--- config.mk ---
export PLATFORM = sky130hd
export DESIGN_NAME = integration_test_control
export DESIGN_NICKNAME = d
export VERILOG_FILES = /design/src/common/itc_pkg.sv /design/src/rtl/integration_test_control.sv /design/src/rtl/ram_access_decode.sv
export VERILOG_INCLUDE_DIRS = /design/src /design/src/common
export SDC_FILE = /design/constraint.sdc
export NUM_CORES = 1
export LEC_CHECK = 0
export ABC_CLOCK_PERIOD_IN_PS = 4400
export BUFFER_PORTS_ARGS = -buffer_cell sky130_fd_sc_hd__buf_2
export CORE_ASPECT_RATIO = 2
export CORE_MARGIN = 5
export CORE_UTILIZATION = 55
export CTS_CLUSTER_DIAMETER = 30
export CTS_CLUSTER_SIZE = 12
export DETAILED_ROUTE_END_ITERATION = 8
export PLACE_DENSITY_LB_ADDON = 0.2
export SKIP_CTS_REPAIR_TIMING = 1
export SLEW_MARGIN = 20
export SYNTH_ARGS = -nofsm -noshare
export SYNTH_HDL_FRONTEND = slang
export SYNTH_SLANG_ARGS = --single-unit
--- constraint.sdc ---
create_clock -name pclk -period 4.4 [get_ports pclk]
set_clock_uncertainty 0.15 [all_clocks]
set_input_delay 0.22 -clock pclk [delete_from_list [all_inputs] [get_ports pclk]]
set_output_delay 0.22 -clock pclk [all_outputs]
set_load 0.1 [all_outputs]
--- src/common/itc_consts.svh ---
// offsets, field positions, reset values and timing counts of the integration test control
// assumes inclusion by bare name from the package and the design files
`ifndef ITC_CONSTS_SVH
`define ITC_CONSTS_SVH

`define ITC_OFF_CTRL      12'h000
`define ITC_OFF_INPUT     12'h004
`define ITC_OFF_INDEX     12'h008
`define ITC_OFF_TESTOUT   12'h00C
`define ITC_OFF_OBSERVE   12'h010
`define ITC_OFF_WDATA     12'h014
`define ITC_OFF_RDATA     12'h018

`define ITC_BIT_ENABLE    0
`define ITC_BIT_DRIVE     1
`define ITC_BIT_WNR       2
`define ITC_BIT_UNIT      3
`define ITC_ACC_LSB       4
`define ITC_ACC_MSB       8
`define ITC_BIT_SECDBG    0

`define ITC_CTRL_MASK     32'h0000_01FF
`define ITC_CTRL_RESET    32'h0000_0000
`define ITC_WORD_RESET    32'h0000_0000
`define ITC_IO_RESET      8'h00

`define ITC_IO_WIDTH      8
`define ITC_TBU_NUM_BITS  3
`define ITC_RAM_LATENCY   1

`endif

--- src/common/itc_pkg.sv ---
// types shared by the integration test control files
// assumes itc_consts.svh on the include path
`include "itc_consts.svh"

package itc_pkg;
    typedef logic [31:0] word_t;
    typedef logic [11:0] addr_t;
    typedef logic [4:0]  acc_t;
    typedef logic [`ITC_IO_WIDTH-1:0] io_t;

    typedef enum logic [2:0] {
        RAM_IDLE    = 3'b001,
        RAM_ISSUE   = 3'b010,
        RAM_CAPTURE = 3'b100
    } ram_state_e;
endpackage

--- src/rtl/integration_test_control.sv ---
// integration test control: apb registers, pin override and test RAM access
// assumes an apb master on pclk and a test RAM answering one cycle after a request
//
// Summary of operation
// - Bit 0 of the control register enables integration mode and resets to 0.
// - In integration mode software drives the block outputs and observes its inputs.
// - Bit 1 enables driving the RAM bus and reading the RAM, resetting to 0.
// - Bit 2 picks read (0) or write (1) of the selected RAM at the held index.
// - Bit 3 selects the control unit RAMs (0) or a buffer unit RAM (1).
// - With the control unit selected, access bits 8 to 5 are ignored.
// - With the control unit selected, access bit 4 picks address cache (0) or macro tlb (1).
// - With a buffer unit selected, access bits 8 to 4 give its number, low bits only.
// - Bit 0 of the input register shows the secure debug enable pin level.
// - With RAM drive on and the control unit selected, the index holds way and index.
`include "itc_consts.svh"

module integration_test_control
    import itc_pkg::*;
(
    input  wire logic  pclk,        // bus clock, 25 MHz
    input  wire logic  presetn,     // async reset, active low
    input  wire logic  psel,        // apb select
    input  wire logic  penable,     // apb enable
    input  wire logic  pwrite,      // apb direction
    input  wire addr_t paddr,       // apb byte address
    input  wire word_t pwdata,      // apb write data
    output word_t      prdata,      // apb read data
    output logic       pready,      // apb ready
    output logic       pslverr,     // apb error on unmapped address
    input  wire logic  spniden,     // secure debug enable pin
    input  wire io_t   core_out,    // functional outputs from the core
    input  wire io_t   core_in,     // block inputs seen by the core
    output io_t        pin_out,     // outputs toward the system
    output logic       integration_enable, // integration mode active
    output logic       ram_drive,   // drive the RAM bus
    output logic       ram_req,     // one-cycle RAM access strobe
    output logic       ram_write,   // RAM direction, 1 = write
    output logic       ram_to_tbu,  // 1 = buffer unit RAM
    output logic       ram_tcu_sel, // control unit RAM choice
    output acc_t       ram_tbu_num, // buffer unit number
    output word_t      ram_index,   // RAM way and index
    output word_t      ram_wdata,   // RAM write data
    input  wire word_t ram_rdata    // RAM read data
);

    word_t      ctrl_reg;
    word_t      index_reg;
    word_t      wdata_reg;
    word_t      rdata_reg;
    io_t        testout_reg;
    io_t        pin_out_reg;
    word_t      prdata_reg;
    logic       pslverr_reg;
    logic       sec_s1_reg;
    logic       sec_s2_reg;
    logic       sec_s3_reg;
    logic       sec_level_reg;
    ram_state_e ram_state_reg;
    ram_state_e ram_state_next;
    logic       setup_cyc;
    logic       wr_done;
    logic       index_wr;
    word_t      rd_word;
    logic       rd_hit;

    // offset decode, used for the error answer; the read mux decodes with its own case
    function automatic logic mapped(input addr_t a);
        return (a == `ITC_OFF_CTRL) || (a == `ITC_OFF_INPUT) || (a == `ITC_OFF_INDEX)
            || (a == `ITC_OFF_TESTOUT) || (a == `ITC_OFF_OBSERVE)
            || (a == `ITC_OFF_WDATA) || (a == `ITC_OFF_RDATA);
    endfunction

    assign setup_cyc = psel && !penable;
    assign wr_done   = psel && penable && pwrite && pready;
    assign index_wr  = wr_done && (paddr == `ITC_OFF_INDEX);

    // read data is latched in setup, so the access phase never waits
    assign pready  = 1'b1;
    assign prdata  = prdata_reg;
    assign pslverr = pslverr_reg;

    always_comb begin
        rd_word = `ITC_WORD_RESET;
        rd_hit  = mapped(paddr);
        unique case (paddr)
            `ITC_OFF_CTRL:    rd_word = ctrl_reg & `ITC_CTRL_MASK;
            `ITC_OFF_INPUT:   rd_word = {31'h0000_0000, sec_level_reg};
            `ITC_OFF_INDEX:   rd_word = index_reg;
            `ITC_OFF_TESTOUT: rd_word = {24'h00_0000, testout_reg};
            `ITC_OFF_OBSERVE: rd_word = {24'h00_0000, core_in};
            `ITC_OFF_WDATA:   rd_word = wdata_reg;
            `ITC_OFF_RDATA:   rd_word = rdata_reg;
            default:          rd_word = `ITC_WORD_RESET;
        endcase
    end

    always_ff @(posedge pclk or negedge presetn) begin
        if (!presetn) begin
            prdata_reg  <= `ITC_WORD_RESET;
            pslverr_reg <= 1'b0;
        end else if (setup_cyc) begin
            prdata_reg  <= pwrite ? `ITC_WORD_RESET : rd_word;
            pslverr_reg <= !rd_hit;
        end
    end

    // control writes outside the disabled state are the caller's hazard
    always_ff @(posedge pclk or negedge presetn) begin
        if (!presetn) begin
            ctrl_reg <= `ITC_CTRL_RESET;
        end else if (wr_done && paddr == `ITC_OFF_CTRL) begin
            ctrl_reg <= pwdata & `ITC_CTRL_MASK;
        end
    end

    always_ff @(posedge pclk or negedge presetn) begin
        if (!presetn) begin
            index_reg   <= `ITC_WORD_RESET;
            wdata_reg   <= `ITC_WORD_RESET;
            testout_reg <= `ITC_IO_RESET;
        end else if (wr_done) begin
            if (paddr == `ITC_OFF_INDEX) begin
                index_reg <= pwdata;
            end
            if (paddr == `ITC_OFF_WDATA) begin
                wdata_reg <= pwdata;
            end
            if (paddr == `ITC_OFF_TESTOUT) begin
                testout_reg <= pwdata[`ITC_IO_WIDTH-1:0];
            end
        end
    end

    assign integration_enable = ctrl_reg[`ITC_BIT_ENABLE];

    // pins follow the core unless software has taken them over
    always_ff @(posedge pclk or negedge presetn) begin
        if (!presetn) begin
            pin_out_reg <= `ITC_IO_RESET;
        end else begin
            pin_out_reg <= integration_enable ? testout_reg : core_out;
        end
    end
    assign pin_out = pin_out_reg;

    // three stages; level moves only when the last two agree
    always_ff @(posedge pclk or negedge presetn) begin
        if (!presetn) begin
            sec_s1_reg    <= 1'b0;
            sec_s2_reg    <= 1'b0;
            sec_s3_reg    <= 1'b0;
            sec_level_reg <= 1'b0;
        end else begin
            sec_s1_reg <= spniden;
            sec_s2_reg <= sec_s1_reg;
            sec_s3_reg <= sec_s2_reg;
            if (sec_s2_reg == sec_s3_reg) begin
                sec_level_reg <= sec_s3_reg;
            end
        end
    end

    ram_access_decode u_decode (
        .pclk        (pclk),
        .presetn     (presetn),
        .ctrl_word   (ctrl_reg),
        .ram_drive   (ram_drive),
        .ram_write   (ram_write),
        .ram_to_tbu  (ram_to_tbu),
        .ram_tcu_sel (ram_tcu_sel),
        .ram_tbu_num (ram_tbu_num)
    );

    // an index write with RAM drive on starts one access; writes during a busy access only store the index
    always_comb begin
        ram_state_next = ram_state_reg;
        unique case (ram_state_reg)
            RAM_IDLE:    if (index_wr && ram_drive) ram_state_next = RAM_ISSUE;
            RAM_ISSUE:   ram_state_next = RAM_CAPTURE;
            RAM_CAPTURE: ram_state_next = RAM_IDLE;
            default:     ram_state_next = RAM_IDLE;
        endcase
    end

    always_ff @(posedge pclk or negedge presetn) begin
        if (!presetn) begin
            ram_state_reg <= RAM_IDLE;
        end else begin
            ram_state_reg <= ram_state_next;
        end
    end

    assign ram_req   = (ram_state_reg == RAM_ISSUE);
    assign ram_index = index_reg;
    assign ram_wdata = wdata_reg;

    always_ff @(posedge pclk or negedge presetn) begin
        if (!presetn) begin
            rdata_reg <= `ITC_WORD_RESET;
        end else if (ram_state_reg == RAM_CAPTURE && !ram_write) begin
            rdata_reg <= ram_rdata;
        end
    end
endmodule // integration_test_control

--- src/rtl/ram_access_decode.sv ---
// registered decode of the control word into test RAM selects
// assumes the control word comes from a register on the same clock
`include "itc_consts.svh"

module ram_access_decode
    import itc_pkg::*;
(
    input  wire logic  pclk,        // bus clock
    input  wire logic  presetn,     // async reset, active low
    input  wire word_t ctrl_word,   // integration control contents
    output logic       ram_drive,   // drive the RAM bus
    output logic       ram_write,   // access direction, 1 = write
    output logic       ram_to_tbu,  // 1 = buffer unit RAM
    output logic       ram_tcu_sel, // 0 = address cache/prefetch, 1 = macro tlb
    output acc_t       ram_tbu_num  // buffer unit number
);

    // only the low bits name an existing buffer unit
    function automatic acc_t tbu_mask(input acc_t acc);
        acc_t m;
        m = acc_t'((6'd1 << `ITC_TBU_NUM_BITS) - 6'd1);
        return acc & m;
    endfunction

    always_ff @(posedge pclk or negedge presetn) begin
        if (!presetn) begin
            ram_drive   <= 1'b0;
            ram_write   <= 1'b0;
            ram_to_tbu  <= 1'b0;
            ram_tcu_sel <= 1'b0;
            ram_tbu_num <= 5'h00;
        end else begin
            ram_drive  <= ctrl_word[`ITC_BIT_DRIVE];
            ram_write  <= ctrl_word[`ITC_BIT_WNR];
            ram_to_tbu <= ctrl_word[`ITC_BIT_UNIT];
            // bits above the lowest are ignored toward the control unit
            ram_tcu_sel <= ctrl_word[`ITC_BIT_UNIT] ? 1'b0 : ctrl_word[`ITC_ACC_LSB];
            ram_tbu_num <= ctrl_word[`ITC_BIT_UNIT]
                ? tbu_mask(ctrl_word[`ITC_ACC_MSB:`ITC_ACC_LSB]) : 5'h00;
        end
    end

endmodule // ram_access_decode

======== Word level (Yosys, flattened, before mapping) ========
Cells that the tools add are included.
word-level totals
  output and inout port bits .............. 117
  register bits ........................... 168
  logic and storage cells ................. 56
  bits of input ports ..................... 98
operators by class
  reductions and logical operators ........ 20
  eq/ne operators ......................... 11
  multiplexer cells ....................... 7
operator list
  kind                                                              count
  32-bit case mux with 7 select lines                               1
  12-bit by 5-bit == test with 1-bit output, second input constant  3
  32-bit 2-to-1 mux                                                 1
  12-bit by 4-bit == test with 1-bit output, second input constant  2
  12-bit by 3-bit == test with 1-bit output, second input constant  1
  12-bit zero test                                                  1
  8-bit 2-to-1 mux                                                  1
  1-bit logical AND                                                 7
  1-bit logical OR                                                  6
  3-bit 2-to-1 mux                                                  2
  3-bit case mux with 2 select lines                                1
  2-bit AND reduction                                               3
  3-bit by 1-bit == test with 1-bit output, second input constant   1
  3-bit by 2-bit == test with 1-bit output, second input constant   1
  3-bit == test, second input constant                              1
  1-bit zero test                                                   3
  2-bit inequality test, second input constant                      1
  1-bit == test                                                     1
  1-bit 2-to-1 mux                                                  1

======== Depth between registers and ports, before layout ========
  depth in word-level cells ............... 8
  gate-level depth with buffers ........... 8
  mapped depth without buffers ............ 4

======== By module ========
From an unflattened synthesis, not the netlist that was laid out.
unflattened totals
  cell total of the unflattened synthesis .. 538
  area, all modules ....................... 7,133.1 um^2
modules (own cells, without submodules)
  module                    sequential area each (um^2)  instances  cells an instance  area each (um^2)
  integration_test_control  4,030.1                      1          524                6,914.1
  ram_access_decode         175.2                        1          14                 219.0

======== Least setup slack after synthesis ========
No wires, ideal clock.
  kind .................................... register to register
  from .................................... register u_decode.ram_write
  to ...................................... register rdata_reg[10]
  clock period less this slack ............ 2.448 ns
  data required time ...................... 4.125 ns
  cell stages (with the launch flop) ...... 4
  setup slack ............................. 1.952 ns
  buffers on the path ..................... 1
  data arrival time ....................... 2.173 ns
  cell sequence ........................... dfrtp_1 -> nor4b_1 -> clkbuf_1 -> mux2_2
on the way
  longest elaborated chain between the ends .. 2
RTL lines
  element                 RTL line                         RTL
  from (decl)             ram_access_decode.sv:12          output logic ram_write,
  from (signal assigned)  ram_access_decode.sv:34          ram_write <= ctrl_word[`ITC_BIT_WNR];
  1-bit zero test         integration_test_control.sv:200  end else if (ram_state_reg == RAM_CAPTURE && !ram_write) begin
  1-bit logical AND       integration_test_control.sv:200
  to (signal assigned)    integration_test_control.sv:199  rdata_reg <= `ITC_WORD_RESET;
  to (signal assigned)    integration_test_control.sv:201  rdata_reg <= ram_rdata;
  to (decl)               integration_test_control.sv:49   word_t rdata_reg;
No other way between the ends.
A chain may end at the register's enable or synchronous reset.

======== Worst setup path in the final report ========
  from .................................... input port paddr[3]
  to ...................................... register ram_state_reg[0]
on the way
  longest elaborated chain between the ends .. 4
RTL lines
  element                                              RTL line                         RTL
  from (decl)                                          integration_test_control.sv:25   input wire addr_t paddr,
  12-bit by 4-bit == test with 1-bit output (no line)  --
  1-bit logical AND                                    integration_test_control.sv:75   assign index_wr = wr_done && (paddr == `ITC_OFF_INDEX);
  1-bit logical AND                                    integration_test_control.sv:178  RAM_IDLE: if (index_wr && ram_drive) ram_state_next = RAM_ISSUE;
  2-bit inequality test (no line)                      --
  to (signal assigned)                                 integration_test_control.sv:189  ram_state_reg <= ram_state_next;
  to (decl)                                            integration_test_control.sv:58   ram_state_e ram_state_reg;
No other way between the ends.

==> impl_results.md <==
- Status: finished clean
- Placed Area: 8240 um2
- Highest routed layer: met4
- Mean Syn Cell Area: 12.5 um2
- Rows: 58
- Arr. time, crit path: 2730 ps
- Largest family of logic cells by synthesized area: multiplexers
- Num ports: 215
- GR Util All Layers: 25.5%
- CP required: 4590 ps
- Cell breakdown of the critical path: buf_2 -> or4b_1 -> or4_2 -> o21ai_0 -> nand2b_1
- Met1 WL: 7240 um
- Yosys warnings: 0
- Critical Path Sink Type: flip-flop
- Mapped cell area: 7090 um2
- Met2 WL: 11200 um
- Tot Pwr: 3.40 mW
- Post-synthesis register bit count: 168
- Netlist cell types: 43
- Initial DRT Pass Iterations: 4
- Final Util: 76.2%
- RR Startpoint: ram_state_reg[1]
- DR vias: 5755
- Finish-stage setup viols: 0
- Peak VDD IR: 0.331 mV
- Clock buffer depth: 2
- PwrDens: 354 nW/um2
- Vias in the first global route: 5818
- R2R cell count: 3
- Residual DRC: 0
- Slew HR: 33.6%
- Root Buffer: clkbuf_16
- 1st-iter DRT viols: 381
- Drt wl/cell: 20.5 um
- Fmax achieved: 393 MHz
- Die area: 15400 um2
- Compound-Gate Fraction of Synth Area: 7.54%
- CP delay by family, top: simple AND/OR/NAND/NOR gates
- Pre-CTS WS: 1440 ps
- H-tree depth: 4
- Sink Count: 168
- Final max-slew violation count: 0
- CTS Buf Count: 17
- Die height: 171 um
- Max Cap Viol: 0
- Synth Area in Adders: 0.141%
- R2r setup slk: 2570 ps
- Synth Area in Simple Gates: 9.64%
- Min-delay src: paddr[6]
- Die width: 90.3 um
- Slowest stage delay, CP: 1060 ps
- Worst Tran Pin Value: 994 ps
- Via/cell ratio: 5.75
- CP max FO: 33
- Placer Congestion: 0.812
- CP Buf/Inv Count: 1
- Antenna Cells: 0
- Final Hold Fails: 0
- Largest net degree at the start of global routing: 94
- Critical Path Start Type: input pin
- Final worst setup slack: 1850 ps
- Post-Synth XOR/XNOR Area: 0%
- Reg clk slew, reported paths: 60 ps
- Routed WL: 20600 um
- Class of the worst hold path: in -> reg
- Nets: 938
- Latest clock arrival within the worst-skew pair: 410 ps
- Fin crit share: 57.9%
- Antenna violations before repair: 0
- CP max stage cell: or4_2
- Final Cell Area: 9620 um2
- CORE AREA: 12600 um2
- Routed wl met3: 1230 um
- Count of input and output buffers: 211
- Setup TNS: 0 ps
- Worst hold stages: 4
- CTS tree: done
- Reg-to-reg endpoint: rdata_reg[27]
- First-pass GRT wire length: 30800 um
- Sequential fraction of the synthesis area: 59.4%
- Hold Path Sink: pslverr
- Critical path type: in -> reg
- Gate Count Post-Synth: 569
- Async SR Flop Fraction: 100%
- Share of layout cells above drive strength 1: 40.9%
- Worst setup path startpoint: paddr[3]
- Post-synthesis mux area share: 20.5%
- Hold Slack: 140 ps
- Global route overflow: 0
- Tmin final: 2550 ps
- Post-synth EDFFs: 0
- Final std cells w/o fill: 1001
- DP HPWL: 13600 um
- Routed Antenna Nets: 0
- Most used DFF post-synth: dfrtp_1
- Inst Count DP: 897
- Lkg Pwr: 5.16 nW
- Unrepaired setup endpoints after global routing: no
- Area Growth Syn to Fin: 35.8%
- Initial Util: 56.1%
## how the worst max path moves through the flow
stage / to / slack [ps] / cells past startpoint
finish: ram_state_reg[0] / 1850 / 5
detailed placement: ram_state_reg[0] / 1440 / 5
CTS: ram_state_reg[0] / 1860 / 5
global route: ram_state_reg[0] / 1770 / 5
global placement: ram_state_reg[0] / 1360 / 5
floorplan: rdata_reg[10] / 1950 / 3
## worst reg2reg max path, delay by kind of cell (launching register included)
kind,cells,cell delay [ps]
buffers and inverters,1,420
DFF,1,400
muxes,1,420
and+or+nand+nor,1,340
## cell usage after synthesis (2+ instances only)
library cell | n | share of area (%)
conb_1 | 2 | 0.11
mux2_2 | 79 | 13
or3_1 | 2 | 0.18
mux2_4 | 9 | 1.9
nor2_1 | 4 | 0.21
a31oi_1 | 2 | 0.18
nor4_1 | 2 | 0.18
dfrtp_1 | 167 | 59
and2_1 | 3 | 0.26
mux2_1 | 2 | 0.32
mux4_2 | 2 | 0.64
nand3_1 | 3 | 0.21
buf_4 | 6 | 0.64
nand3b_1 | 7 | 0.74
clkbuf_1 | 26 | 1.4
a32oi_1 | 26 | 3.2
nand2_1 | 107 | 5.7
a21oi_1 | 5 | 0.35
or4_1 | 3 | 0.32
mux2i_1 | 36 | 5.1
nor2b_1 | 2 | 0.18
o21ai_0 | 38 | 2.7
o22ai_1 | 3 | 0.26
o211ai_1 | 4 | 0.42
buf_1 | 4 | 0.21
nand2b_1 | 4 | 0.35
nor3b_1 | 2 | 0.21
buf_2 | 4 | 0.28
## power breakdown
| group | total, mW | internal, mW | switching, mW |
|---|---|---|---|
| Clock | 1.59 | 0.994 | 0.596 |
| Combinational | 0.255 | 0.101 | 0.154 |
| Sequential | 1.56 | 1.55 | 0.00346 |
| Total | 3.40 | 2.65 | 0.753 |
## final cells by class
type | instances | area, um2
flip-flops and latches | 168 | 4210
fillers | 823 | 3010
multi-input cells | 360 | 2720
clock inverters | 10 | 168
inverters | 1 | 3.75
clock buffers | 20 | 467
well taps | 150 | 188
repair buffers | 292 | 1870
## placed cells by master, fill, tap and decap left out, types with 4 or more instances in the layout
cell	Yosys	layout
o211ai_1	4	4
dfrtp_1	167	167
nor2_1	4	4
mux2_2	79	79
a21oi_1	5	5
a32oi_1	26	26
mux2i_1	36	36
dlygate4sd3_1	0	74
clkbuf_16	0	17
buf_2	4	210
nand2_1	107	107
o21ai_0	38	38
buf_4	6	6
bufinv_16	0	4
mux2_4	9	9
nand3b_1	7	7
## routing by layer
layer	GRT usage, %	vias up
li1	-	2561
met1	28.7	2864
met2	44.7	269
met3	6.25	61
met4	12.8	0
met5	0	-
## logic make-up after synthesis
family | Yosys count
and+or+nand+nor | 146
muxes | 128
other | 2
AOI/OAI and AO/OA | 82
DFF | 168
adders and majority gates | 1
buffers and inverters | 42
Note: power is estimated with default switching activity, not from simulation.
